==> src/hw/fbod_pkg.sv <==
package fbod_pkg;

  // ************************************************************
  // Widths
  // ************************************************************
  localparam int ADDR_W = 21;
  localparam int DATA_W = 16;

  // ************************************************************
  // Timing counts at 250 MHz (4 ns period)
  // ************************************************************
  localparam int CLK_PERIOD_NS = 4;
  localparam int T_ACCESS_NS = 70;
  localparam int T_WRITE_PULSE_NS = 35;
  localparam int T_SETUP_NS = 8;
  localparam int T_RESET_PULSE_NS = 500;
  localparam int T_RESET_HIGH_NS = 50;
  localparam int ACCESS_CYC = (T_ACCESS_NS + CLK_PERIOD_NS - 1) / CLK_PERIOD_NS;
  localparam int WPULSE_CYC = (T_WRITE_PULSE_NS + CLK_PERIOD_NS - 1) / CLK_PERIOD_NS;
  localparam int SETUP_CYC = (T_SETUP_NS + CLK_PERIOD_NS - 1) / CLK_PERIOD_NS;
  localparam int RSTP_CYC = (T_RESET_PULSE_NS + CLK_PERIOD_NS - 1) / CLK_PERIOD_NS;
  localparam int RSTH_CYC = (T_RESET_HIGH_NS + CLK_PERIOD_NS - 1) / CLK_PERIOD_NS;
  localparam int CNT_W = 8;

  // ************************************************************
  // Command codes and unlock addresses
  // ************************************************************
  localparam logic [11:0] UNLOCK_ADDR1 = 12'h555;
  localparam logic [11:0] UNLOCK_ADDR2 = 12'h2aa;
  localparam logic [7:0] UNLOCK_DATA1 = 8'haa;
  localparam logic [7:0] UNLOCK_DATA2 = 8'h55;
  localparam logic [7:0] CMD_PROGRAM = 8'ha0;
  localparam logic [7:0] CMD_AUTOSEL = 8'h90;
  localparam logic [7:0] CMD_BYPASS = 8'h20;
  localparam logic [7:0] CMD_ERASE = 8'h80;
  localparam logic [7:0] CMD_CHIP_ERASE = 8'h10;
  localparam logic [7:0] CMD_SECT_ERASE = 8'h30;
  localparam logic [7:0] CMD_RESET = 8'hf0;

  // ************************************************************
  // Protect / unprotect address bit positions
  // ************************************************************
  localparam int PROT_A6 = 6;
  localparam int PROT_A1 = 1;
  localparam int PROT_A0 = 0;

  // ************************************************************
  // Host operations
  // ************************************************************
  typedef enum logic [3:0] {
    OP_READ = 4'h0,
    OP_WRITE = 4'h1,
    OP_PROGRAM = 4'h2,
    OP_BYPASS_PROGRAM = 4'h3,
    OP_BYPASS_ENTER = 4'h4,
    OP_AUTOSELECT = 4'h5,
    OP_CHIP_ERASE = 4'h6,
    OP_SECTOR_ERASE = 4'h7,
    OP_READ_RESET = 4'h8,
    OP_HW_RESET = 4'h9,
    OP_PROTECT = 4'ha,
    OP_UNPROTECT = 4'hb
  } fbod_op_type;

  typedef struct packed {
    fbod_op_type op;
    logic [ADDR_W-1:0] addr;
    logic addr_low;
    logic [DATA_W-1:0] data;
  } fbod_req_type;

  // Pins driven toward the flash; the _n fields are active low
  typedef struct packed {
    logic chip_sel_n;
    logic out_gate_n;
    logic write_n;
    logic reset_n;
    logic reset_elevated;
    logic width_word;
    logic accel_high;
    logic protect_low_n;
    logic [ADDR_W-1:0] addr;
  } fbod_pins_type;

  // One bus cycle on the pins
  typedef struct packed {
    logic is_write;
    logic [ADDR_W-1:0] addr;
    logic addr_low;
    logic [DATA_W-1:0] data;
  } fbod_cyc_type;

endpackage : fbod_pkg

==> src/hw/fbod_host.sv <==
`timescale 1ns/100ps
`default_nettype none
// Overview of operation
// - Reads drive chip-select and output-gate low, write strobe high.
// - Commands drive chip-select and write strobe low, output-gate high.
// - Bypass mode programs with two write cycles instead of four.
// - Under accelerate level use only the two-cycle bypass program.
// - Protect: elevated reset, write strobe low, A6 low, A1 high, A0 low.
// - Unprotect: same levels as protect but A6 high.
module fbod_host (
  input wire logic i_mclk,
  input wire logic i_srst,
  input wire logic i_req_valid,
  input wire fbod_pkg::fbod_req_type i_req,
  input wire logic i_word_mode,
  input wire logic i_accel_en,
  input wire logic i_write_protect,
  output logic o_req_ready,
  output logic o_rsp_valid,
  output logic [fbod_pkg::DATA_W-1:0] o_rsp_data,
  output logic o_bypass_active,
  output fbod_pkg::fbod_pins_type o_pins,
  output logic [fbod_pkg::DATA_W-1:0] o_dq_out,
  output logic [fbod_pkg::DATA_W-1:0] o_dq_oe,
  input wire logic [fbod_pkg::DATA_W-1:0] i_dq_in,
  input wire logic i_ready_busy_out
);

  // ************************************************************
  // Sequencer
  // ************************************************************
  typedef enum logic [6:0] {
    S_IDLE = 7'b0000001,
    S_ISSUE = 7'b0000010,
    S_WAIT = 7'b0000100,
    S_RST_LOW = 7'b0001000,
    S_RST_HIGH = 7'b0010000,
    S_RESP = 7'b0100000,
    S_PROT = 7'b1000000
  } fbod_st_type;

  fbod_st_type st_ff;
  fbod_st_type nxt_st;
  fbod_pkg::fbod_req_type req_ff;
  logic [2:0] step_ff;
  logic [2:0] nxt_step;
  logic [fbod_pkg::CNT_W-1:0] cnt_ff;
  logic [fbod_pkg::CNT_W-1:0] nxt_cnt;
  logic bypass_ff;
  logic word_ff;
  logic rsp_ff;
  logic [fbod_pkg::DATA_W-1:0] rsp_data_ff;
  logic rb_s1_ff;
  logic rb_s2_ff;
  logic cyc_start;
  logic cyc_done;
  logic [fbod_pkg::DATA_W-1:0] cyc_rdata;
  fbod_pkg::fbod_cyc_type cyc;
  logic [2:0] n_steps;
  logic [11:0] c_addr;
  logic [7:0] c_data;
  logic c_raw;
  logic c_read;
  logic cs_n;
  logic og_n;
  logic we_n;
  logic [fbod_pkg::ADDR_W-1:0] cyc_addr;

  wire in_prot = (req_ff.op == fbod_pkg::OP_PROTECT) || (req_ff.op == fbod_pkg::OP_UNPROTECT);
  wire last_step = (step_ff == n_steps - 3'd1);
  wire cnt_zero = (cnt_ff == '0);
  // Busy flash holds off new work
  wire take = (st_ff == S_IDLE) && i_req_valid && rb_s2_ff;

  // Number of bus cycles per operation
  always_comb begin
    n_steps = 3'd1;
    case (req_ff.op)
      fbod_pkg::OP_PROGRAM: n_steps = bypass_ff ? 3'd2 : 3'd4;
      fbod_pkg::OP_BYPASS_PROGRAM: n_steps = 3'd2;
      fbod_pkg::OP_BYPASS_ENTER: n_steps = 3'd3;
      fbod_pkg::OP_AUTOSELECT: n_steps = 3'd3;
      fbod_pkg::OP_CHIP_ERASE: n_steps = 3'd6;
      fbod_pkg::OP_SECTOR_ERASE: n_steps = 3'd6;
      default: n_steps = 3'd1;
    endcase
  end

  // Per-step address and data of command sequences
  wire [2:0] us = step_ff;
  wire bp = (req_ff.op == fbod_pkg::OP_BYPASS_PROGRAM) ||
    (req_ff.op == fbod_pkg::OP_PROGRAM && bypass_ff);
  always_comb begin
    c_raw = 1'b0;
    c_read = 1'b0;
    c_addr = fbod_pkg::UNLOCK_ADDR1;
    c_data = fbod_pkg::UNLOCK_DATA1;
    if (bp) begin
      c_data = fbod_pkg::CMD_PROGRAM;
      c_raw = (us == 3'd1);
    end else begin
      if (us == 3'd1 || us == 3'd4) begin
        c_addr = fbod_pkg::UNLOCK_ADDR2;
        c_data = fbod_pkg::UNLOCK_DATA2;
      end else if (us == 3'd2) begin
        case (req_ff.op)
          fbod_pkg::OP_PROGRAM: c_data = fbod_pkg::CMD_PROGRAM;
          fbod_pkg::OP_BYPASS_ENTER: c_data = fbod_pkg::CMD_BYPASS;
          fbod_pkg::OP_AUTOSELECT: c_data = fbod_pkg::CMD_AUTOSEL;
          default: c_data = fbod_pkg::CMD_ERASE;
        endcase
      end else if (us == 3'd5) begin
        c_data = (req_ff.op == fbod_pkg::OP_CHIP_ERASE) ?
          fbod_pkg::CMD_CHIP_ERASE : fbod_pkg::CMD_SECT_ERASE;
        c_raw = (req_ff.op == fbod_pkg::OP_SECTOR_ERASE);
      end
      if (req_ff.op == fbod_pkg::OP_PROGRAM && us == 3'd3) begin
        c_raw = 1'b1;
      end
      if (req_ff.op == fbod_pkg::OP_READ_RESET) begin
        c_data = fbod_pkg::CMD_RESET;
        c_raw = 1'b1;
      end
      if (req_ff.op == fbod_pkg::OP_READ || req_ff.op == fbod_pkg::OP_WRITE) begin
        c_raw = 1'b1;
        c_read = (req_ff.op == fbod_pkg::OP_READ);
      end
    end
  end

  // Bank select lives in the upper address bits of the request
  assign cyc_addr = {req_ff.addr[fbod_pkg::ADDR_W-1:12], c_addr};
  assign cyc.is_write = !c_read;
  assign cyc.addr = c_raw ? req_ff.addr : cyc_addr;
  assign cyc.addr_low = c_raw ? req_ff.addr_low : 1'b0;
  assign cyc.data = (c_raw && req_ff.op != fbod_pkg::OP_READ_RESET &&
    !(req_ff.op == fbod_pkg::OP_SECTOR_ERASE)) ? req_ff.data : {8'h00, c_data};
  assign cyc_start = (st_ff == S_ISSUE);

  always_comb begin
    nxt_st = st_ff;
    nxt_step = step_ff;
    nxt_cnt = cnt_ff;
    case (st_ff)
      S_IDLE: begin
        nxt_step = 3'd0;
        if (take) begin
          if (i_req.op == fbod_pkg::OP_HW_RESET) begin
            nxt_st = S_RST_LOW;
            nxt_cnt = fbod_pkg::CNT_W'(fbod_pkg::RSTP_CYC - 1);
          end else if (i_req.op == fbod_pkg::OP_PROTECT || i_req.op == fbod_pkg::OP_UNPROTECT) begin
            nxt_st = S_PROT;
            nxt_cnt = fbod_pkg::CNT_W'(fbod_pkg::RSTP_CYC - 1);
          end else begin
            nxt_st = S_ISSUE;
          end
        end
      end
      S_ISSUE: nxt_st = S_WAIT;
      S_WAIT: begin
        if (cyc_done) begin
          if (last_step) begin
            nxt_st = S_RESP;
          end else begin
            nxt_step = step_ff + 3'd1;
            nxt_st = S_ISSUE;
          end
        end
      end
      S_PROT: begin
        if (cnt_zero) begin
          nxt_st = S_ISSUE;
        end else begin
          nxt_cnt = cnt_ff - 1'b1;
        end
      end
      S_RST_LOW: begin
        if (cnt_zero) begin
          nxt_st = S_RST_HIGH;
          nxt_cnt = fbod_pkg::CNT_W'(fbod_pkg::RSTH_CYC - 1);
        end else begin
          nxt_cnt = cnt_ff - 1'b1;
        end
      end
      S_RST_HIGH: begin
        if (cnt_zero) begin
          nxt_st = S_RESP;
        end else begin
          nxt_cnt = cnt_ff - 1'b1;
        end
      end
      S_RESP: nxt_st = S_IDLE;
      default: nxt_st = S_IDLE;
    endcase
  end

  always_ff @(posedge i_mclk) begin
    if (i_srst) begin
      st_ff <= S_IDLE;
      req_ff <= '0;
      step_ff <= 3'd0;
      cnt_ff <= '0;
      bypass_ff <= 1'b0;
      word_ff <= 1'b1;
      rsp_ff <= 1'b0;
      rsp_data_ff <= '0;
      rb_s1_ff <= 1'b1;
      rb_s2_ff <= 1'b1;
    end else begin
      st_ff <= nxt_st;
      step_ff <= nxt_step;
      cnt_ff <= nxt_cnt;
      rb_s1_ff <= i_ready_busy_out;
      rb_s2_ff <= rb_s1_ff;
      rsp_ff <= (nxt_st == S_RESP);
      if (take) begin
        req_ff <= i_req;
        word_ff <= i_word_mode;
      end
      if (st_ff == S_WAIT && cyc_done && c_read) begin
        rsp_data_ff <= cyc_rdata;
      end
      // Bypass tracking mirrors the flash's own mode
      if (st_ff == S_RST_LOW || (take && i_req.op == fbod_pkg::OP_READ_RESET)) begin
        bypass_ff <= 1'b0;
      end else if (nxt_st == S_RESP && req_ff.op == fbod_pkg::OP_BYPASS_ENTER) begin
        bypass_ff <= 1'b1;
      end
    end
  end

  fbod_cycle u_cycle (
    .i_mclk(i_mclk),
    .i_srst(i_srst),
    .i_start(cyc_start),
    .i_cyc(cyc),
    .i_word(word_ff),
    .i_dq_in(i_dq_in),
    .o_done(cyc_done),
    .o_rdata(cyc_rdata),
    .o_chip_sel_n(cs_n),
    .o_out_gate_n(og_n),
    .o_write_n(we_n),
    .o_addr(),
    .o_dq_out(o_dq_out),
    .o_dq_oe(o_dq_oe)
  );

  // Protect/unprotect force A6/A1/A0 onto the sector address
  wire [fbod_pkg::ADDR_W-1:0] prot_addr = {req_ff.addr[fbod_pkg::ADDR_W-1:7],
    (req_ff.op == fbod_pkg::OP_UNPROTECT), req_ff.addr[5:2], 1'b1, 1'b0};
  assign o_pins.chip_sel_n = cs_n;
  assign o_pins.out_gate_n = og_n;
  assign o_pins.write_n = we_n;
  assign o_pins.reset_n = !(st_ff == S_RST_LOW);
  assign o_pins.reset_elevated = in_prot && (st_ff != S_IDLE) && (st_ff != S_RESP);
  assign o_pins.width_word = word_ff;
  // Accelerate level only while a two-cycle bypass program is running
  assign o_pins.accel_high = i_accel_en && (st_ff != S_IDLE) &&
    (req_ff.op == fbod_pkg::OP_BYPASS_PROGRAM);
  assign o_pins.protect_low_n = !i_write_protect;
  assign o_pins.addr = in_prot ? prot_addr : cyc.addr;
  assign o_req_ready = (st_ff == S_IDLE) && rb_s2_ff;
  assign o_rsp_valid = rsp_ff;
  assign o_rsp_data = rsp_data_ff;
  assign o_bypass_active = bypass_ff || o_pins.accel_high;

endmodule : fbod_host
`default_nettype wire

==> src/hw/fbod_cycle.sv <==
`timescale 1ns/100ps
`default_nettype none
// Executes one read or write cycle on the flash strobes
module fbod_cycle (
  input wire logic i_mclk,
  input wire logic i_srst,
  input wire logic i_start,
  input wire fbod_pkg::fbod_cyc_type i_cyc,
  input wire logic i_word,
  input wire logic [fbod_pkg::DATA_W-1:0] i_dq_in,
  output logic o_done,
  output logic [fbod_pkg::DATA_W-1:0] o_rdata,
  output logic o_chip_sel_n,
  output logic o_out_gate_n,
  output logic o_write_n,
  output logic [fbod_pkg::ADDR_W-1:0] o_addr,
  output logic [fbod_pkg::DATA_W-1:0] o_dq_out,
  output logic [fbod_pkg::DATA_W-1:0] o_dq_oe
);

  // ************************************************************
  // Cycle sequencer
  // ************************************************************
  typedef enum logic [3:0] {
    C_IDLE = 4'b0001,
    C_SETUP = 4'b0010,
    C_STROBE = 4'b0100,
    C_HOLD = 4'b1000
  } fbod_cst_type;

  fbod_cst_type st_ff;
  fbod_cst_type nxt_st;
  logic [fbod_pkg::CNT_W-1:0] cnt_ff;
  logic [fbod_pkg::CNT_W-1:0] nxt_cnt;
  fbod_pkg::fbod_cyc_type cyc_ff;
  logic [fbod_pkg::DATA_W-1:0] dq_s1_ff;
  logic [fbod_pkg::DATA_W-1:0] dq_s2_ff;
  logic [fbod_pkg::DATA_W-1:0] rdata_ff;
  logic done_ff;
  wire cnt_zero = (cnt_ff == '0);
  wire strobe_len_end = cnt_zero;
  wire [fbod_pkg::CNT_W-1:0] strobe_cnt = cyc_ff.is_write ?
    fbod_pkg::CNT_W'(fbod_pkg::WPULSE_CYC - 1) : fbod_pkg::CNT_W'(fbod_pkg::ACCESS_CYC + 1);
  wire active = (st_ff != C_IDLE);
  wire drive_dq = active && cyc_ff.is_write;
  wire [fbod_pkg::DATA_W-1:0] rd_mask = i_word ? 16'hffff : 16'h00ff;

  always_comb begin
    nxt_st = st_ff;
    nxt_cnt = cnt_ff;
    case (st_ff)
      C_IDLE: begin
        if (i_start) begin
          nxt_st = C_SETUP;
          nxt_cnt = fbod_pkg::CNT_W'(fbod_pkg::SETUP_CYC - 1);
        end
      end
      C_SETUP: begin
        if (cnt_zero) begin
          nxt_st = C_STROBE;
          nxt_cnt = strobe_cnt;
        end else begin
          nxt_cnt = cnt_ff - 1'b1;
        end
      end
      C_STROBE: begin
        if (strobe_len_end) begin
          nxt_st = C_HOLD;
          nxt_cnt = fbod_pkg::CNT_W'(fbod_pkg::SETUP_CYC - 1);
        end else begin
          nxt_cnt = cnt_ff - 1'b1;
        end
      end
      C_HOLD: begin
        if (cnt_zero) begin
          nxt_st = C_IDLE;
        end else begin
          nxt_cnt = cnt_ff - 1'b1;
        end
      end
      default: nxt_st = C_IDLE;
    endcase
  end

  always_ff @(posedge i_mclk) begin
    if (i_srst) begin
      st_ff <= C_IDLE;
      cnt_ff <= '0;
      cyc_ff <= '0;
      dq_s1_ff <= '0;
      dq_s2_ff <= '0;
      rdata_ff <= '0;
      done_ff <= 1'b0;
    end else begin
      st_ff <= nxt_st;
      cnt_ff <= nxt_cnt;
      dq_s1_ff <= i_dq_in;
      dq_s2_ff <= dq_s1_ff;
      done_ff <= (st_ff == C_HOLD) && cnt_zero;
      if (st_ff == C_IDLE && i_start) begin
        cyc_ff <= i_cyc;
      end
      if (st_ff == C_STROBE && strobe_len_end && !cyc_ff.is_write) begin
        rdata_ff <= dq_s2_ff & rd_mask;
      end
    end
  end

  // Read: select and gate low, write high; write: select and write low, gate high
  assign o_chip_sel_n = !(st_ff == C_SETUP || st_ff == C_STROBE);
  assign o_out_gate_n = !(st_ff == C_STROBE && !cyc_ff.is_write);
  assign o_write_n = !(st_ff == C_STROBE && cyc_ff.is_write);
  assign o_addr = cyc_ff.addr;
  // In byte mode the top data pin carries the low address bit
  assign o_dq_out = i_word ? cyc_ff.data :
    {cyc_ff.addr_low, 7'h00, cyc_ff.data[7:0]};
  assign o_dq_oe = i_word ? {fbod_pkg::DATA_W{drive_dq}} :
    {active, 7'h00, {8{drive_dq}}};
  assign o_done = done_ff;
  assign o_rdata = rdata_ff;

endmodule : fbod_cycle
`default_nettype wire

==> config.mk <==
export PLATFORM = sky130hd
export DESIGN_NAME = fbod_host
export DESIGN_NICKNAME = d
export VERILOG_FILES = /design/src/hw/fbod_pkg.sv /design/src/hw/fbod_host.sv /design/src/hw/fbod_cycle.sv
export SDC_FILE = /design/constraint.sdc
export NUM_CORES = 1
export LEC_CHECK = 0
export BUFFER_PORTS_ARGS = -buffer_cell sky130_fd_sc_hd__buf_2
export CAP_MARGIN = 10
export CORE_ASPECT_RATIO = 1.1
export CORE_UTILIZATION = 45
export CTS_BUF_LIST = sky130_fd_sc_hd__clkbuf_8
export DETAILED_ROUTE_END_ITERATION = 12
export PLACE_DENSITY = 0.76
export SLEW_MARGIN = 5
export SYNTH_ARGS = -nofsm -noshare
export SYNTH_HDL_FRONTEND = slang
export SYNTH_SLANG_ARGS = --single-unit
==> constraint.sdc <==
create_clock -name i_mclk -period 5 [get_ports i_mclk]
set_input_delay 0.75 -clock i_mclk [delete_from_list [all_inputs] [get_ports i_mclk]]
set_output_delay 0.75 -clock i_mclk [all_outputs]
set_load 0.03 [all_outputs]
==> results.py, run 1 <==
metrics = {
    "synthesis": {
        "synth_warnings": 0,
        "syn-num-nets": 949,
        "synth_flop_cell": "dfxtp_1",
        "yosys-top-cells-area": "dfxtp_1 (45%), nand2_1 (9.9%), a21oi_1 (7.8%)",
        "syn_area_mm2": 0.00704,
        "async_reset_ff_share_pct": 0,
        "avgSynthCellArea_um2": 8.06,
        "netlist_instances": 874,
        "yosysTopAreaCell": "dfxtp_1",
        "synth_edf_count": 0,
        "synth.distinct_cells": 63,
        "synth_seq_cells": 160,
        "synth-seq-area-share_pct": 45.5,
        "synth_top_area_share_pct": 45.5,
    },
    "power_and_ir_drop": {
        "p_switching_w": 0.00117,
        "total_leakage_power_nw": 3.27,
        "power.total_w": 0.00343,
        "seq_power_share_pct": 43.2,
        "power_density_mw_per_mm2": 426,
        "peakVddDrop_mv": 0.289,
        "comb_power_share_pct": 26.6,
        "p_int_w": 0.00226,
        "sw_frac_of_total_pct": 34.1,
        "clkPwrFrac_pct": 30.2,
    },
    "critical_path": {
        "reg2reg_depth": 5,
        "required_ns": 4.25,
        "crit_start": "step_ff[0]",
        "path_max_fanout": 9,
        "crit_type": "flip-flop to primary output",
        "r2r-start": "st_ff[1]",
        "end_kind": "primary output",
        "cp-start-kind": "flip-flop",
        "critical_path_arrival_ns": 3.01,
    },
    "die": {
        "die_y_um": 133,
        "die_w_um": 121,
        "ios": 145,
        "initial_core_util_pct": 46.4,
        "die_area_mm2": 0.0162,
        "rows": 47,
        "core_mm2": 0.0152,
    },
    "cts": {
        "path_clk_slew_ns": 0.08,
        "cts_setup_buffers": 0,
        "cts-buffers-inserted": 17,
        "cts_max_path_buffers": 2,
        "cts_tree": "yes",
        "ctsResizeCount": 0,
        "clk_latency_ns": 0.46,
        "clock-sinks": 160,
        "hold_buffers": 0,
        "root_buffer": "clkbuf_8",
        "htreeDepth": 4,
    },
    "layout": {
        "nNetsFinal": 1031,
        "final_layout_size_suffix_gt1_share_pct": 20.9,
        "antennaDiodeCount": 0,
        "utilization_pct": 53.0,
        "syn_to_final_growth_pct": 14.1,
        "fin_area_mm2": 0.00803,
        "fillers": 1462,
    },
    "global_route": {
        "grt_max_degree": 103,
        "grt_pass1_wl_um": 26900,
        "grt_pass1_vias": 5512,
        "antenna_found_initial": 0,
        "grt_overflow": 0,
        "grt_usage_pct": 21.0,
    },
    "status": {
        "outcome": "completed",
    },
    "timing": {
        "fin_ws_ns": 1.24,
        "tightest_slew_ns": 0.966,
        "min_period_ns": 3.76,
        "rsz0062_at_grt": "no",
        "hold_viol_final": 0,
        "slew_violations": 0,
        "fin_tns_setup_ns": 0,
        "fin_crit_sh_pct": 75.2,
        "finalSetupViolCount": 0,
        "maxSlewHeadroom_pct": 35.5,
        "fmax_ghz": 0.266,
        "fin_skew_ns": 0.0121,
    },
    "routing": {
        "ant_nets": 0,
        "drt-initial-drc-count": 309,
        "drc": 0,
        "wl_um": 16500,
        "vias_per_cell": 5.17,
        "route.vias.total": 6023,
        "firstDrtPassIters": 5,
        "wire_per_inst_um": 14.2,
    },
    "placed_design": {
        "dp_slack_ns": 1.81,
        "dpl.hpwl_um": 11100,
        "place_congestion": 0.879,
        "portBuffers": 144,
        "placed_area_mm2": 0.00760,
    },
    "worst_hold_path": {
        "hold_depth": 1,
        "hold_start": "rb_s1_ff",
        "worstHoldPathType": "flip-flop to flip-flop",
    },
    "flow_run": {
        "cap_violations": 0,
    },
}
-- layout make-up --
| class | instances | area [µm²] | area share [%] |
|---|---|---|---|
| clock buffer | 18 | 248 | 3.08 |
| clock inverter | 13 | 186 | 2.32 |
| inverter | 18 | 67.6 | 0.841 |
| multi-input combinational | 608 | 3300 | 41.0 |
| sequential | 160 | 3200 | 39.9 |
| tap | 196 | 245 | 3.05 |
| timing repair buffer | 151 | 788 | 9.81 |
-- stage by stage --
stage                     hold slack (ns)  std cells
after detailed placement            0.401       1133
final                               0.420       1164
after CTS                           0.420       1164
after floorplan                     0.389        874
after global placement              0.391       1133
after global routing                0.454       1164
-- power groups by stage --
stage / clock network [W] / registers (W) / logic (W)
5_1_grt: 0.00112 / 0.00150 / 0.00101
2_1_floorplan: 0 / 0.00147 / 0.000752
3_5_place_dp: 0 / 0.00151 / 0.000907
3_3_place_gp: 0 / 0.00151 / 0.000898
6_report: 0.00103 / 0.00148 / 0.000912
4_1_cts: 0.00106 / 0.00148 / 0.000912
-- critical path, cell delays in order, from the launching register on --
cell	delay (ns)
dfxtp_1	0.44
ha_1	0.20
ha_1	0.18
nand2b_1	0.06
a21oi_1	0.15
o21ai_0	0.16
a21oi_1	0.60
nor2_1	0.31
a21oi_1	0.22
buf_2	0.22
-- cells by family after synthesis --
group,share of synthesized area (%)
simple gates,27.1
compound gates,16.6
buf+inv,7.87
fa+ha+maj,1.78
xor+xnor,0.871
mux,0.302
flops,45.5
-- sequential cells by signal, indices dropped and copies added (netlist names) --
name and cells:
bypass_ff 1, cnt_ff 8, cyc_addr 9, o_rsp_data 16, o_rsp_valid 1, prot_addr 9
rb_s1_ff 1, rb_s2_ff 1, req_ff 24, st_ff 7, step_ff 3, u_cycle.cnt_ff 8
u_cycle.cyc_ff 18, u_cycle.dq_s1_ff 16, u_cycle.dq_s2_ff 16, u_cycle.o_done 1, u_cycle.o_rdata 16, u_cycle.st_ff 4
word_ff 1
-- Yosys cell counts, types with 6 or more instances --
cell and number:
nand2b_1 10, nand3_1 30, nand2_1 185, or2_2 6
and2_1 13, nor2_1 51, clkbuf_1 38, ha_1 10
buf_2 14, inv_1 18, buf_4 35, nor3_1 15
a211oi_1 13, a21oi_1 110, o21a_1 7, o21ai_0 10
nor2b_1 48, a21o_1 7, dfxtp_1 160
-- placed cells by master (no fill, tap or decap), types with 5 or more instances in the layout --
master    instances
and2_1           13
o21a_1            7
nand4_1           5
inv_1            18
or2_2             6
nand2_1         185
a21o_1            7
o21ai_0          10
a211oi_1         13
nor2_1           51
clkbuf_8         18
o31ai_1           5
nand3_1          29
or3_1             5
nor2b_1          48
nor3_1           14
buf_4             7
a311oi_1          5
buf_2           143
nand2b_1         10
a21oi_1         110
nor4b_1           5
dfxtp_1         160
ha_1             10
-- routing by layer --
metal | GRT usage [%] | vias to the layer above | wire, µm
met5 | 0 | - | 0
met4 | 7.54 | 0 | 306
met3 | 5.95 | 21 | 842
met2 | 32.3 | 144 | 7660
met1 | 27.9 | 2782 | 7680
li1 | - | 3076 | -
-- worst paths after layout --
check	to	slack (ns)
max	o_pins[1]	1.24
min	rb_s2_ff	0.42
max reg2reg	st_ff[4]	1.95
min reg2reg	rb_s2_ff	0.42
Power figures use the tool's default switching activity.
==> run 2, diff against run 1 <==
ABC_AREA = 1   (was unset)
PLACE_DENSITY = 0.78   (was 0.76)
clock period = 3.23 ns   (was 5 ns; I/O delays follow)
==> run 2 against run 1 <==
Compared with the run above:
- design area up 2.1%
- core utilization down 1.0 points
- cell count up 14%
- synthesized cell count up 17%
- wire length down 3.0%
- sequential power up 55%
- critical path depth up 3
- clock power up 35%
- non-clock buffer count down 1
- highest routed layer unchanged
- largest power group unchanged
==> results.py, run 2 <==
metrics = {
    "status": {
        "outcome": "completed",
    },
    "synthesis": {
        "avgSynthCellArea_um2": 7.16,
        "yosysTopAreaCell": "dfxtp_1",
        "syn_area_mm2": 0.00730,
        "synth_flop_cell": "dfxtp_1",
        "synth_warnings": 0,
        "synth-seq-area-share_pct": 43.9,
        "syn-num-nets": 1094,
        "synth_edf_count": 0,
        "synth_most_common_cell": "nor2_1",
        "yosys-top-cells-area": "dfxtp_1 (44%), nor2_1 (9.0%), nand2_1 (8.9%)",
        "synth_seq_cells": 160,
        "netlist_instances": 1019,
        "yosys-top-cells-count": "nor2_1 (175), nand2_1 (173), dfxtp_1 (160), inv_1 (112), o21ai_0 (81)",
        "async_reset_ff_share_pct": 0,
        "synth_top_area_share_pct": 43.9,
        "synth.distinct_cells": 40,
    },
    "timing": {
        "fin_crit_sh_pct": 89.6,
        "hold_viol_final": 0,
        "finalSetupViolCount": 0,
        "maxSlewHeadroom_pct": 27.1,
        "fin_skew_ns": 0.00999,
        "slew_violations": 0,
        "tightest_slew_ns": 1.09,
        "min_period_ns": 2.90,
        "whs_ns": 0.228,
        "rsz0062_at_grt": "no",
        "fin_tns_setup_ns": 0,
        "fmax_ghz": 0.345,
    },
    "routing": {
        "drc": 0,
        "drt-initial-drc-count": 428,
        "wire_per_inst_um": 12.1,
        "vias_per_cell": 4.88,
        "wl_um": 16000,
        "route.vias.total": 6453,
        "ant_nets": 0,
        "firstDrtPassIters": 6,
    },
    "critical_path": {
        "crit_type": "flip-flop to primary output",
        "cp-start-kind": "flip-flop",
        "slowest_delay_ns": 0.42,
        "required_ns": 2.75,
        "critical_path_arrival_ns": 2.41,
        "crit_family": "simple AND/OR/NAND/NOR gates",
        "worstPathCellList": "inv_1 -> ha_1 -> nand2_1 -> nor2_1 -> nand2_1 -> nand3_2 -> nand2_2 -> nand2_4 -> nor2_4 -> o21ai_2 -> o211ai_1 -> buf_2",
        "path_max_fanout": 11,
        "cp_slowest_cell": "dfxtp_1",
        "end_kind": "primary output",
        "crit_top_cell": "nand2_1",
        "critical_path_buf_inv_count": 2,
    },
    "cts": {
        "clock-sinks": 160,
        "htreeDepth": 4,
        "cts_tree": "yes",
        "path_clk_slew_ns": 0.09,
        "cts-buffers-inserted": 17,
        "ctsResizeCount": 0,
        "clk_latency_ns": 0.45,
        "hold_buffers": 0,
        "cts_setup_buffers": 0,
        "cts_max_path_buffers": 2,
        "root_buffer": "clkbuf_8",
    },
    "layout": {
        "largest_register_ffs": 24,
        "final_common_cell": "nor2_1",
        "syn_to_final_growth_pct": 12.4,
        "reg_top3": "req_ff x24, u_cycle.cyc_ff x18",
        "nNetsFinal": 1184,
        "layout_common_cells": "nor2_1 (175), nand2_1 (173), dfxtp_1 (160)",
        "antennaDiodeCount": 0,
        "final_layout_size_suffix_gt1_share_pct": 20.0,
        "fillers": 1568,
        "utilization_pct": 51.9,
        "instances_no_fill": 1322,
        "largest-register": "req_ff",
    },
    "die": {
        "die_area_mm2": 0.0167,
        "initial_core_util_pct": 46.2,
        "ios": 145,
        "core_mm2": 0.0158,
        "die_y_um": 136,
        "rows": 48,
        "die_w_um": 123,
    },
    "flow_run": {
        "cap_violations": 0,
    },
    "global_route": {
        "grt_usage_pct": 20.1,
        "grt_pass1_wl_um": 26700,
        "grt_max_degree": 87,
        "grt_pass1_vias": 5826,
        "grt_overflow": 0,
        "antenna_found_initial": 0,
    },
    "placed_design": {
        "portBuffers": 144,
        "dp_cells": 1290,
        "place_congestion": 0.863,
        "dpl.hpwl_um": 11100,
    },
    "power_and_ir_drop": {
        "total_leakage_power_nw": 3.90,
        "peakVddDrop_mv": 0.293,
        "power_density_mw_per_mm2": 653,
        "power.total_w": 0.00536,
    },
    "worst_hold_path": {
        "worstHoldPathType": "primary input to flip-flop",
    },
}
[run 2: stage by stage]
| stage | setup slack [ns] | area [µm²] |
|---|---|---|
| after floorplan | 0.779 | 7300 |
| after global placement | 0.911 | 7830 |
| after detailed placement | 0.855 | 7830 |
| after CTS | 0.332 | 8200 |
| after global routing | 0.0496 | 8200 |
| final | 0.335 | 8200 |
[run 2: metal layers]
metal | vias up | GRT usage, % | part of all wire, %
li1 | 3367 | - | -
met2 | 155 | 32.7 | 48
met5 | - | 0 | 0
met4 | 0 | 7.63 | 1.9
met1 | 2906 | 25.0 | 45
met3 | 25 | 5.60 | 5.4
[run 2: area by class of cell]
class	instances	area (µm²)	area share [%]
inverters	121	455	5.55
flip-flops and latches	160	3200	39.0
clock buffers	18	248	3.02
clock inverters	14	125	1.53
multi-input cells	659	3160	38.5
repair buffers	150	766	9.33
well taps	200	250	3.05
[run 2: report_power, final]
part	internal, W	total, W	switching (W)
Clock	0.000580	0.00139	0.000814
Combinational	0.000504	0.00167	0.00117
Sequential	0.00217	0.00229	0.000122
[run 2: tightest hold or removal path, delay by kind of cell]
| family | cells | cell delay, ns |
|---|---|---|
| simple gates | 1 | 0.03 |
| buf+inv | 2 | 0.13 |
[run 2: path summary, 6_finish.rpt]
check	end	start	slack, ns	depth (start not counted)
setup reg to reg	step_ff[2]	req_ff[41]	0.99	13
hold reg to reg	u_cycle.dq_s2_ff[2]	u_cycle.dq_s1_ff[2]	0.40	2
hold / removal	u_cycle.dq_s1_ff[7]	i_dq_in[7]	0.23	3
setup / recovery	o_pins[6]	step_ff[1]	0.33	12
[run 2: cell families (layout without fill, tap and decap cells)]
group	Yosys count	after routing	share of synthesized area, %
buf+inv	200	303	12.9
xor+xnor	9	9	1.08
flops	160	160	43.9
compound gates	168	168	12.0
simple gates	472	472	28.5
fa+ha+maj	10	10	1.71
